==> src/rtl/ilppg_defines.svh <==
// Contract
// - routing switch changes only on the master period match in interlocked mode; outside interlocked mode it is held at zero.
// - reversed order routes slave wave to first phase, master wave to second.
// - trailing edge inside master cycle gives clean outputs at a switch.
// - trailing edge past master cycle may give short extra pulses at a switch.
// - phase compare uses bits 16:1, below half period, interlocked only.
// - period is compare times clock; interlocked uses master clock and period.
// - master duty is second minus first against the remaining period.
// - compare-0 interrupt event chosen by each unit's two-bit source select.
// - master codes: none, period match, phase match, overflow unavailable.
// - slave codes: none, slave period match in independent only, else none.
// - four fixed edge compare interrupts per unit in both modes.
// - phase order select bit sets lead or lag in interlocked mode.
// - interlocked slave counter saturates at all ones until phase match.
`ifndef ILPPG_DEFINES_SVH
`define ILPPG_DEFINES_SVH
`define ILP_A_CTRL 4'h0
`define ILP_A_M_PER 4'h1
`define ILP_A_M_E1 4'h2
`define ILP_A_M_E2 4'h3
`define ILP_A_M_E3 4'h4
`define ILP_A_M_E4 4'h5
`define ILP_A_PHASE 4'h6
`define ILP_A_S_PER 4'h7
`define ILP_A_S_E1 4'h8
`define ILP_A_S_E2 4'h9
`define ILP_A_S_E3 4'hA
`define ILP_A_S_E4 4'hB
`define ILP_A_STAT 4'hC
`define ILP_A_IEN 4'hD
`define ILP_A_ICLR 4'hE
`define ILP_A_ROUTE 4'hF
`define ILP_B_RUN0 0
`define ILP_B_RUN1 1
`define ILP_B_ILOCK 2
`define ILP_B_PHORD 3
`define ILP_F_ISO0 5:4
`define ILP_F_ISO1 7:6
`define ILP_CTRL_W 8
`define ILP_NIRQ 10
`define ILP_CNT_MAX 16'hFFFF
`define ILP_CNT_ZERO 16'h0000
`define ILP_CNT_ONE 16'h0001
`define ILP_ISO_NONE 2'b00
`define ILP_ISO_PER 2'b01
`define ILP_ISO_PHASE 2'b10
`endif

==> src/rtl/ilppg_pkg.sv <==
package ilppg_pkg;
  typedef enum logic [2:0] {
    ILP_IDLE_type_s = 3'b001,
    ILP_RUN_type_s = 3'b010,
    ILP_LOCK_type_s = 3'b100
  } ilp_mode_type;
  typedef logic [15:0] ilp_cnt_type;
endpackage

==> src/rtl/ilppg_unit.sv <==
`timescale 1ns/1ns
`include "ilppg_defines.svh"
// one counter with period and four edge compares
module ilppg_unit (
  input wire logic clk_i, // clock
  input wire logic rst_n_i, // synced reset
  input wire logic run_i, // count enable
  input wire logic sat_i, // saturate instead of wrap
  input wire logic restart_i, // force count to zero
  input wire ilppg_pkg::ilp_cnt_type per_i, // period compare
  input wire ilppg_pkg::ilp_cnt_type e1_i, // first edge
  input wire ilppg_pkg::ilp_cnt_type e2_i, // second edge
  input wire ilppg_pkg::ilp_cnt_type e3_i, // third edge
  input wire ilppg_pkg::ilp_cnt_type e4_i, // fourth edge
  output ilppg_pkg::ilp_cnt_type cnt_o, // counter value
  output logic per_m_o, // period match pulse
  output logic [3:0] edge_m_o, // edge match pulses
  output logic wave_o // rectangular wave
);
  import ilppg_pkg::*;
  ilp_cnt_type cnt, next_cnt;
  logic wave, next_wave;
  logic [3:0] em;
  logic pm;
  assign cnt_o = cnt;
  assign em = {4{run_i}} & {cnt == e4_i, cnt == e3_i, cnt == e2_i, cnt == e1_i};
  assign pm = run_i && !sat_i && (cnt == per_i - `ILP_CNT_ONE);
  assign per_m_o = pm;
  assign edge_m_o = em;
  assign wave_o = wave;
  always_comb begin
    next_cnt = cnt;
    next_wave = wave;
    if (!run_i) begin
      next_cnt = `ILP_CNT_ZERO;
      next_wave = 1'b0;
    end else if (restart_i) begin
      next_cnt = `ILP_CNT_ZERO;
      next_wave = 1'b0;
    end else begin
      if (pm) begin
        next_cnt = `ILP_CNT_ZERO;
      end else if (cnt == `ILP_CNT_MAX) begin
        next_cnt = sat_i ? `ILP_CNT_MAX : `ILP_CNT_ZERO;
      end else begin
        next_cnt = cnt + `ILP_CNT_ONE;
      end
      // active from first edge to second edge
      if (em[0]) begin
        next_wave = 1'b1;
      end else if (em[1]) begin
        next_wave = 1'b0;
      end
    end
  end
  always_ff @(posedge clk_i or negedge rst_n_i) begin
    if (!rst_n_i) begin
      cnt <= `ILP_CNT_ZERO;
      wave <= 1'b0;
    end else begin
      cnt <= next_cnt;
      wave <= next_wave;
    end
  end
endmodule

==> src/rtl/ilppg_top.sv <==
`timescale 1ns/1ns
`include "ilppg_defines.svh"
module ilppg_top (
  input wire logic CLK_I, // 100 MHz clock
  input wire logic RST_N_I, // async reset, active low
  input wire logic [5:0] AVS_ADDRESS_I, // byte address
  input wire logic AVS_READ_I, // read strobe
  input wire logic AVS_WRITE_I, // write strobe
  input wire logic [31:0] AVS_WRITEDATA_I, // write data
  input wire logic [3:0] AVS_BYTEENABLE_I, // byte enables
  output logic [31:0] AVS_READDATA_O, // read data
  output logic AVS_WAITREQUEST_O, // wait request
  output logic PHASE0_O, // first-phase output
  output logic PHASE1_O, // second-phase output
  output logic IRQ_O // level interrupt
);
  import ilppg_pkg::*;
  logic rs1, rs2;
  always_ff @(posedge CLK_I or negedge RST_N_I) begin
    if (!RST_N_I) begin
      rs1 <= 1'b0;
      rs2 <= 1'b0;
    end else begin
      rs1 <= 1'b1;
      rs2 <= rs1;
    end
  end
  logic [`ILP_CTRL_W-1:0] ctrl, next_ctrl;
  ilp_cnt_type cmp [0:10];
  ilp_cnt_type next_cmp [0:10];
  logic [16:0] phase, next_phase;
  logic [`ILP_NIRQ-1:0] stat, next_stat, ien, next_ien, ev;
  logic [31:0] rdata, next_rdata;
  logic wait_r, next_wait;
  logic route, next_route, p0, p1, next_p0, next_p1, irq, next_irq;
  logic m_pm, s_pm, ph_m, ilock, s_restart;
  logic [3:0] m_em, s_em;
  logic m_wave, s_wave;
  ilp_cnt_type m_cnt, s_cnt;
  logic [3:0] widx;
  logic wr_go, rd_go;
  assign widx = AVS_ADDRESS_I[5:2];
  // reads decode while waitrequest is high so their data stand registered;
  // writes land only at the edge that ends the cycle in which waitrequest is low
  assign wr_go = AVS_WRITE_I && !wait_r;
  assign rd_go = AVS_READ_I && wait_r;
  assign ilock = ctrl[`ILP_B_ILOCK];
  assign ph_m = ilock && ctrl[`ILP_B_RUN0] && (m_cnt == phase[16:1]);
  assign s_restart = ilock && ph_m;
  // in interlocked mode the slave period register is ignored
  ilppg_unit u_master (
    .clk_i(CLK_I),
    .rst_n_i(rs2),
    .run_i(ctrl[`ILP_B_RUN0]),
    .sat_i(1'b0),
    .restart_i(1'b0),
    .per_i(cmp[0]),
    .e1_i(cmp[1]),
    .e2_i(cmp[2]),
    .e3_i(cmp[3]),
    .e4_i(cmp[4]),
    .cnt_o(m_cnt),
    .per_m_o(m_pm),
    .edge_m_o(m_em),
    .wave_o(m_wave)
  );
  ilppg_unit u_slave (
    .clk_i(CLK_I),
    .rst_n_i(rs2),
    .run_i(ilock ? ctrl[`ILP_B_RUN0] : ctrl[`ILP_B_RUN1]),
    .sat_i(ilock),
    .restart_i(s_restart),
    .per_i(cmp[6]),
    .e1_i(cmp[7]),
    .e2_i(cmp[8]),
    .e3_i(cmp[9]),
    .e4_i(cmp[10]),
    .cnt_o(s_cnt),
    .per_m_o(s_pm),
    .edge_m_o(s_em),
    .wave_o(s_wave)
  );
  // compare-0 event selection per unit
  always_comb begin
    ev = '0;
    unique case (ctrl[`ILP_F_ISO0])
      `ILP_ISO_PER: ev[0] = m_pm;
      `ILP_ISO_PHASE: ev[0] = ph_m;
      default: ev[0] = 1'b0;
    endcase
    unique case (ctrl[`ILP_F_ISO1])
      `ILP_ISO_PER: ev[5] = s_pm && !ilock;
      default: ev[5] = 1'b0;
    endcase
    ev[4:1] = m_em;
    ev[9:6] = s_em;
  end
  always_comb begin
    next_ctrl = ctrl;
    next_phase = phase;
    next_ien = ien;
    next_wait = 1'b1;
    next_rdata = rdata;
    for (int i = 0; i < 11; i++) begin
      next_cmp[i] = cmp[i];
    end
    next_stat = stat;
    if (wr_go) begin
      unique case (widx)
        `ILP_A_CTRL: next_ctrl = AVS_WRITEDATA_I[`ILP_CTRL_W-1:0];
        `ILP_A_PHASE: next_phase = AVS_WRITEDATA_I[16:0];
        `ILP_A_IEN: next_ien = AVS_WRITEDATA_I[`ILP_NIRQ-1:0];
        `ILP_A_ICLR: next_stat = stat & ~AVS_WRITEDATA_I[`ILP_NIRQ-1:0];
        `ILP_A_STAT, `ILP_A_ROUTE: ;
        default: begin
          for (int i = 0; i < 11; i++) begin
            if (widx == 4'(i + 1) && i != 5) begin
              next_cmp[i] = AVS_WRITEDATA_I[15:0];
            end
          end
          if (widx == `ILP_A_S_PER) begin
            next_cmp[6] = AVS_WRITEDATA_I[15:0];
          end
        end
      endcase
    end
    next_stat = next_stat | ev; // set wins over clear
    if (rd_go) begin
      unique case (widx)
        `ILP_A_CTRL: next_rdata = {24'h00_0000, ctrl};
        `ILP_A_PHASE: next_rdata = {15'h0000, phase};
        `ILP_A_STAT: next_rdata = {22'h00_0000, stat};
        `ILP_A_IEN: next_rdata = {22'h00_0000, ien};
        `ILP_A_ICLR: next_rdata = 32'h0000_0000;
        `ILP_A_ROUTE: next_rdata = {31'h0000_0000, route};
        `ILP_A_M_PER: next_rdata = {16'h0000, cmp[0]};
        `ILP_A_M_E1: next_rdata = {16'h0000, cmp[1]};
        `ILP_A_M_E2: next_rdata = {16'h0000, cmp[2]};
        `ILP_A_M_E3: next_rdata = {16'h0000, cmp[3]};
        `ILP_A_M_E4: next_rdata = {16'h0000, cmp[4]};
        `ILP_A_S_PER: next_rdata = {16'h0000, cmp[6]};
        `ILP_A_S_E1: next_rdata = {16'h0000, cmp[7]};
        `ILP_A_S_E2: next_rdata = {16'h0000, cmp[8]};
        `ILP_A_S_E3: next_rdata = {16'h0000, cmp[9]};
        `ILP_A_S_E4: next_rdata = {16'h0000, cmp[10]};
        default: next_rdata = 32'h0000_0000;
      endcase
    end
    // one low cycle per access, then high again whatever the master does
    if ((AVS_READ_I || AVS_WRITE_I) && wait_r) begin
      next_wait = 1'b0;
    end
  end
  // routing switch; a mismatch in levels at the switch instant is seen as a short
  // pulse, which software avoids by passing through in-phase first
  always_comb begin
    next_route = route;
    if (!ilock) begin
      next_route = 1'b0;
    end else if (m_pm) begin
      next_route = ctrl[`ILP_B_PHORD];
    end
    next_p0 = route ? s_wave : m_wave;
    next_p1 = ilock ? (route ? m_wave : s_wave) : s_wave;
    next_irq = |(stat & ien);
  end
  always_ff @(posedge CLK_I or negedge rs2) begin
    if (!rs2) begin
      ctrl <= '0;
      phase <= '0;
      ien <= '0;
      stat <= '0;
      rdata <= 32'h0000_0000;
      wait_r <= 1'b1;
      route <= 1'b0;
      p0 <= 1'b0;
      p1 <= 1'b0;
      irq <= 1'b0;
      for (int i = 0; i < 11; i++) begin
        cmp[i] <= `ILP_CNT_ZERO;
      end
    end else begin
      ctrl <= next_ctrl;
      phase <= next_phase;
      ien <= next_ien;
      stat <= next_stat;
      rdata <= next_rdata;
      wait_r <= next_wait;
      route <= next_route;
      p0 <= next_p0;
      p1 <= next_p1;
      irq <= next_irq;
      for (int i = 0; i < 11; i++) begin
        cmp[i] <= next_cmp[i];
      end
    end
  end
  assign AVS_READDATA_O = rdata;
  assign AVS_WAITREQUEST_O = wait_r;
  assign PHASE0_O = p0;
  assign PHASE1_O = p1;
  assign IRQ_O = irq;
endmodule

==> config.mk <==
export PLATFORM = sky130hd
export DESIGN_NAME = ilppg_top
export DESIGN_NICKNAME = d
export VERILOG_FILES = /design/src/rtl/ilppg_pkg.sv /design/src/rtl/ilppg_unit.sv /design/src/rtl/ilppg_top.sv
export VERILOG_INCLUDE_DIRS = /design/src /design/src/rtl
export SDC_FILE = /design/constraint.sdc
export NUM_CORES = 1
export LEC_CHECK = 0
export BUFFER_PORTS_ARGS = -buffer_cell sky130_fd_sc_hd__buf_2
export CAP_MARGIN = 15
export CORE_MARGIN = 3
export CORE_UTILIZATION = 56
export DETAILED_ROUTE_END_ITERATION = 10
export GPL_TIMING_DRIVEN = 0
export PLACE_DENSITY = 0.81
export SLEW_MARGIN = 30
export SYNTH_ARGS = -nofsm -noshare
export SYNTH_HDL_FRONTEND = slang
export SYNTH_SLANG_ARGS = --single-unit
==> constraint.sdc <==
create_clock -name CLK_I -period 7.2 [get_ports CLK_I]
set_input_delay 1.44 -clock CLK_I [delete_from_list [all_inputs] [get_ports CLK_I]]
set_output_delay 1.44 -clock CLK_I [all_outputs]
set_load 0.03 [all_outputs]
==> flow_summary_export.csv, run 1 <==
group,metric,value,unit
power,p_sw,1.62,mW
timing,grt_setup_unrepaired,"false",
yosys,synth_xor_area_share,12.3,%
timing,fin_tns_setup,0,ps
critical_path,worstSetupPathType,"in -> reg",
clock_tree,clock_sinks,263,
yosys,ys.flop_type,"dfrtp_1",
timing,hold_viol,0,
timing,max_slew_margin,23.5,%
yosys,syn_avg_cell_area,10.8,um2
grt,grt_max_degree,51,
drt,drtIter0Drc,1896,
floorplanning,ios,82,
floorplanning,dieArea,28300,um2
grt,grt_pass1_wl,73300,um
clock_tree,tritoncts,"yes",
yosys,synthSimpleGateAreaFrac,12.5,%
timing,period_share,59.2,%
power,total_leakage_power,7.30,nW
grt,grt_usage,34.0,%
yosys,syn_inst,1365,
clock_tree,hold_buffers,0,
flow_run,cap_violations,0,
yosys,ys_warn_count,0,
yosys,ys_ff_latch,263,
finish,utilization,65.0,%
critical_path,worstPathRequired,7620,ps
drt,num_vias,12300,
drt,wire_per_inst,26.9,um
power,p_total,4.76,mW
clock_tree,numCtsBuffers,29,
timing,fmax,235,MHz
critical_path,timing.rr.end,"u_slave.cnt_o[4]",
placed_design,post-dp-hpwl,36600,um
drt,drt-total-wl,48900,um
placed_design,io_buffer_count,44,
power,ir_drop,0.209,mV
finish,layout-drive-gt1-share,24.7,%
drt,drc_errors,0,
power,comb_power_share,23.8,%
critical_path,timing.rr.start,"u_slave.cnt_o[4]",
finish,syn_to_final_growth,12.8,%
yosys,synth_compound_area_share,10.4,%
critical_path,start_kind,"input port",
floorplanning,coreArea,25500,um2
clock_tree,cts_setup_buffers,0,
timing,final-setup-viol-count,0,
drt,antenna_left,0,
yosys,async_flop_share,100,%
power,power_density,286,nW/um2
hold_path,hold_class,"reg -> async",
clock_tree,cts.htree.levels,1,
drt,via_per_inst,6.76,
floorplanning,chipHeight,168,um
yosys,netlist_area,14700,um2
yosys,synth_edf_count,0,
placed_design,gp_congestion,1.11,
clock_tree,cts_buffer_depth,3,
clock_tree,ctsResizeCount,0,
power,p_int,3.14,mW
floorplanning,rows,58,
power,pwr-share-clk,32.6,%
grt,grt_antenna_before_repair,1,
grt,grt_overflow,0,
critical_path,end_kind,"register",
finish,antenna_cells,0,
critical_path,worstPathMaxFanout,10,
clock_tree,clk_pin_slew,60,ps
critical_path,reg2regPathDepth,9,
finish,layout.nets,1514,
clock_tree,clock_latency,560,ps
timing,drv_slew,0,
timing,clock-skew-final,17.6,ps
critical_path,critPathArrivalTime,4680,ps
yosys,synth_mux_area_share,15.6,%
timing,tightest_slew,1140,ps
grt,grt_pass1_vias,11900,
clock_tree,root_buffer,"clkbuf_16",
power,seq_power_share,43.6,%
timing,min_period,4260,ps
finish,instances_no_fill,1814,
power,swShare,34.0,%
placed_design,placed_cells,1761,
floorplanning,initial_core_util,57.6,%
yosys,synth_top_family_by_area,"multiplexers",
yosys,synth_fa_ha_area_share,0.510,%
drt,drt_pass1_iterations,10,
critical_path,reg2reg_setup_slack,3730,ps
yosys,ys_types,80,
run_status,outcome,"finished, final reports clean",
yosys,yosysSeqAreaShare,44.7,%
floorplanning,die_w,168,um
[worst max path at each step]
stage | depth (start not counted) | end | from
after floorplan | 0 | AVS_READDATA_O[0] | rs2
after global placement | 0 | route | rs2
after detailed placement | 8 | cmp[59] | AVS_ADDRESS_I[5]
after CTS | 8 | cmp[59] | AVS_ADDRESS_I[5]
after global routing | 8 | cmp[59] | AVS_ADDRESS_I[5]
final | 8 | cmp[59] | AVS_ADDRESS_I[5]
[metrics by stage]
stage / area [um2] / setup slack [ps] / hold slack, ps
2_1_floorplan: 14800 / 2890 / 331
3_3_place_gp: 15400 / 1400 / 337
3_5_place_dp: 15600 / 2730 / 198
4_1_cts: 16600 / 3220 / 206
5_1_grt: 16600 / 2900 / 222
6_report: 16600 / 2940 / 189
[final cells by class]
| class | count | area, um2 |
|---|---|---|
| plain buffers | 109 | 519 |
| clock buffers | 35 | 778 |
| well taps | 330 | 413 |
| multi-input cells | 991 | 7670 |
| inverters | 16 | 60.1 |
| clock inverters | 18 | 214 |
| fillers | 1974 | 8940 |
| repair buffers | 52 | 365 |
| flip-flops and latches | 263 | 6590 |
[sequential cells by signal (all words and copies together), names as in the netlist]
name,cells
u_slave.wave_o,1
u_slave.cnt_o,16
route,1
u_master.cnt_o,16
u_master.wave_o,1
PHASE0_O,1
ctrl,8
cmp,160
AVS_READDATA_O,17
ien,10
IRQ_O,1
rs2,1
phase,17
PHASE1_O,1
rs1,1
AVS_WAITREQUEST_O,1
stat,10
[placed cells by master (no fill, tap or decap), types with 14 or more instances in the layout]
cell type	Yosys	layout
xnor2_1	134	134
nand2_1	83	83
a21oi_1	15	15
dfrtp_1	262	261
a22o_1	14	14
conb_1	2	16
mux2_2	198	198
buf_4	16	16
nand3_1	48	48
inv_1	16	16
clkbuf_16	0	29
nor2_1	74	72
clkbuf_1	64	67
a22oi_1	44	44
nor3_1	23	17
nand4_1	34	34
xor2_1	67	67
o21ai_0	43	43
nor4_1	22	20
buf_2	13	59
a221oi_1	17	17
[cell families (layout without fill, tap and decap cells)]
| logic type | after synthesis | count (layout) |
|---|---|---|
| other cells | 2 | 16 |
| buf+inv | 125 | 230 |
| fa+ha+maj | 6 | 6 |
| xor+xnor | 203 | 203 |
| compound gates | 210 | 210 |
| mux | 204 | 204 |
| simple gates | 352 | 352 |
| flops | 263 | 263 |
[cells in the mapped netlist (5+ instances only)]
master    instances  area share [%]
dfrtp_1         262              45
mux2_2          198              15
xnor2_1         134             8.0
nand2_1          83             2.1
nor2_1           74             1.9
xor2_1           67             4.0
clkbuf_1         64             1.6
nand3_1          48             1.6
a22oi_1          44             2.2
o21ai_0          43             1.5
nand4_1          34             1.4
nor3_1           23            0.78
nor4_1           22            0.93
a221oi_1         17             1.0
buf_4            16            0.82
inv_1            16            0.41
a21oi_1          15            0.51
a22o_1           14            0.83
buf_2            13            0.44
a31oi_1          11            0.47
buf_1            11            0.28
nor2b_1          11            0.47
and3_1           10            0.42
a32o_1            8            0.54
a222oi_1          7            0.48
nand2b_1          7            0.30
ha_1              6            0.51
mux2i_1           6            0.41
o22ai_1           6            0.25
a211oi_1          5            0.25
a21o_1            5            0.25
nand3b_1          5            0.25
nor3b_1           5            0.25
[power groups by stage]
stage / Sequential, mW / Combinational (mW) / Clock (mW)
after detailed placement: 2.07 / 1.08 / 0
after global placement: 2.08 / 1.01 / 0
after CTS: 2.05 / 1.09 / 1.56
final: 2.08 / 1.13 / 1.55
after global routing: 2.08 / 1.20 / 1.61
after floorplan: 2.00 / 0.735 / 0
[worst max-delay path, cell delays in order]
cell and delay, ps:
buf_2 110, clkbuf_1 440, nand2b_1 100, clkbuf_1 340
nor3_2 880, nand2_1 540, clkbuf_1 440, mux2_2 380
[routing by layer]
layer / global-route usage, % / vias to the layer above / part of all wire (%)
li1: - / 5094 / -
met3: 11.5 / 222 / 14
met1: 47.0 / 5989 / 39
met4: 13.7 / 2 / 6.0
met5: 0 / - / 0.027
met2: 49.6 / 948 / 41
Power figures use the tool's default switching activity.
==> run 2, diff against run 1 <==
CORE_UTILIZATION = 62   (was 56)
PLACE_DENSITY = 0.85   (was 0.81)
clock period = 4.05 ns   (was 7.2 ns; I/O delays follow)
==> flow_summary_export.csv, run 2 (same netlist as run 1, synthesis figures left out) <==
group,metric,value,unit
finish,finalInstanceArea,16700,um2
finish,syn_to_final_growth,13.2,%
finish,final_cell_mix,"261 x dfrtp_1, 198 x mux2_2, 134 x xnor2_1",
critical_path,worstPathMaxFanout,10,
placed_design,place_area,15600,um2
grt,grt_overflow,0,
power,ir_drop,0.406,mV
grt,grt_pass1_vias,11900,
timing,final-setup-viol-count,0,
clock_tree,clock_sinks,263,
floorplanning,coreArea,23000,um2
drt,drtIter0Drc,1866,
floorplanning,rows,55,
clock_tree,cts_setup_buffers,0,
floorplanning,initial_core_util,64.1,%
placed_design,post-dp-hpwl,39700,um
clock_tree,hold_buffers,0,
finish,largest_reg_flops,160,
drt,wire_per_inst,29.4,um
floorplanning,dieArea,25600,um2
timing,grt_setup_unrepaired,"false",
placed_design,placed_cells,1745,
critical_path,critPathArrivalTime,4030,ps
grt,grt_usage,40.8,%
finish,utilization,72.5,%
critical_path,end_kind,"register",
drt,via_per_inst,6.87,
timing,period_share,89.1,%
clock_tree,clk_pin_slew,60,ps
timing,drv_slew,0,
timing,max_slew_margin,23.7,%
drt,drt-total-wl,52800,um
critical_path,worstPathRequired,4470,ps
clock_tree,numCtsBuffers,29,
critical_path,startpoint,"u_slave.cnt_o[4]",
placed_design,io_buffer_count,44,
drt,drt_pass1_iterations,5,
critical_path,start_kind,"register",
finish,largest-register,"cmp",
floorplanning,chipHeight,160,um
grt,grt_max_degree,51,
finish,instances_no_fill,1797,
finish,layout.nets,1515,
clock_tree,root_buffer,"clkbuf_16",
timing,hold_viol,0,
clock_tree,ctsResizeCount,0,
grt,grt_pass1_wl,78300,um
flow_run,cap_violations,0,
grt,grt_antenna_before_repair,0,
finish,antenna_cells,0,
clock_tree,tritoncts,"yes",
timing,clock-skew-final,31.9,ps
timing,min_period,3610,ps
floorplanning,ios,82,
power,p_total,8.73,mW
clock_tree,cts.htree.levels,1,
timing,tightest_slew,1140,ps
floorplanning,die_w,160,um
critical_path,timing.rr.start,"u_slave.cnt_o[4]",
power,total_leakage_power,7.36,nW
hold_path,hold_class,"in -> async",
drt,num_vias,12300,
power,power_density,524,nW/um2
placed_design,gp_congestion,1.04,
timing,fmax,277,MHz
finish,layout_commonest_cell,"dfrtp_1",
critical_path,worstSetupPathType,"reg -> reg",
clock_tree,cts_buffer_depth,3,
clock_tree,clock_latency,570,ps
finish,layout-drive-gt1-share,24.7,%
drt,drc_errors,0,
finish,fill_cells,1705,
run_status,outcome,"finished, final reports clean",
drt,antenna_left,0,
## run 2: cell count changes in the layout (fill, tap and decap cells not counted), sizes merged
cell	before	now
clkinvlp	5	0
bufinv	4	8
buf	95	96
clkbuf	101	102
inv	18	17
## run 2: layer usage
metal	wire length (um)	global-route usage, %	part of all wire (%)	up-vias
met5	0	0	0	-
met4	2760	16.7	5.2	0
met3	7060	12.1	13	185
met2	22200	59.1	42	909
met1	20800	57.7	39	6147
li1	-	-	-	5103
## run 2: path summary, 6_finish.rpt
path | depth (start not counted) | end | slack [ps]
max | 9 | u_slave.cnt_o[4] | 440
min | 1 | rs2 | 20
max reg2reg | 9 | u_slave.cnt_o[4] | 440
min reg2reg | 0 | u_slave.cnt_o[14] | 330
max in group asynchronous | 2 | cmp[164] | 2720
min in group CLK_I | 0 | rs2 | 340
## run 2: through the flow
step                      hold WS, ps  setup slack, ps  TNS [ps]
after floorplan                   331             1230         0
after global routing             14.5              257         0
after CTS                        13.5              591         0
after global placement            335             -268     -2630
after detailed placement          335              119         0
final                            23.6              440         0
## run 2: cell type report
cell class                      instances  area, um2  share of cell area (%)
Timing Repair Buffer                   53        368                    2.21
Buffer                                109        519                    3.12
Multi-Input combinational cell        991       7670                    46.0
Clock inverter                         16        284                    1.70
Sequential cell                       263       6590                    39.5
Inverter                               16       60.1                   0.360
Clock buffer                           36        782                    4.69
Tap cell                              313        392                    2.35
## run 2: worst max-delay path, stage by stage, from the launching register on
cell      delay (ps)
dfrtp_1          340
clkbuf_1         500
nand4_1          260
nor3_1           670
nand3_1          480
a22oi_1          530
nor2_1           270
buf_2            260
o21ai_0          120
nor2_2            60
## run 2: power breakdown
part	total [mW]	switching (mW)	internal [mW]
Clock	2.99	1.12	1.87
Sequential	3.71	0.637	3.07
Combinational	2.04	1.16	0.877
Total	8.73	2.91	5.82
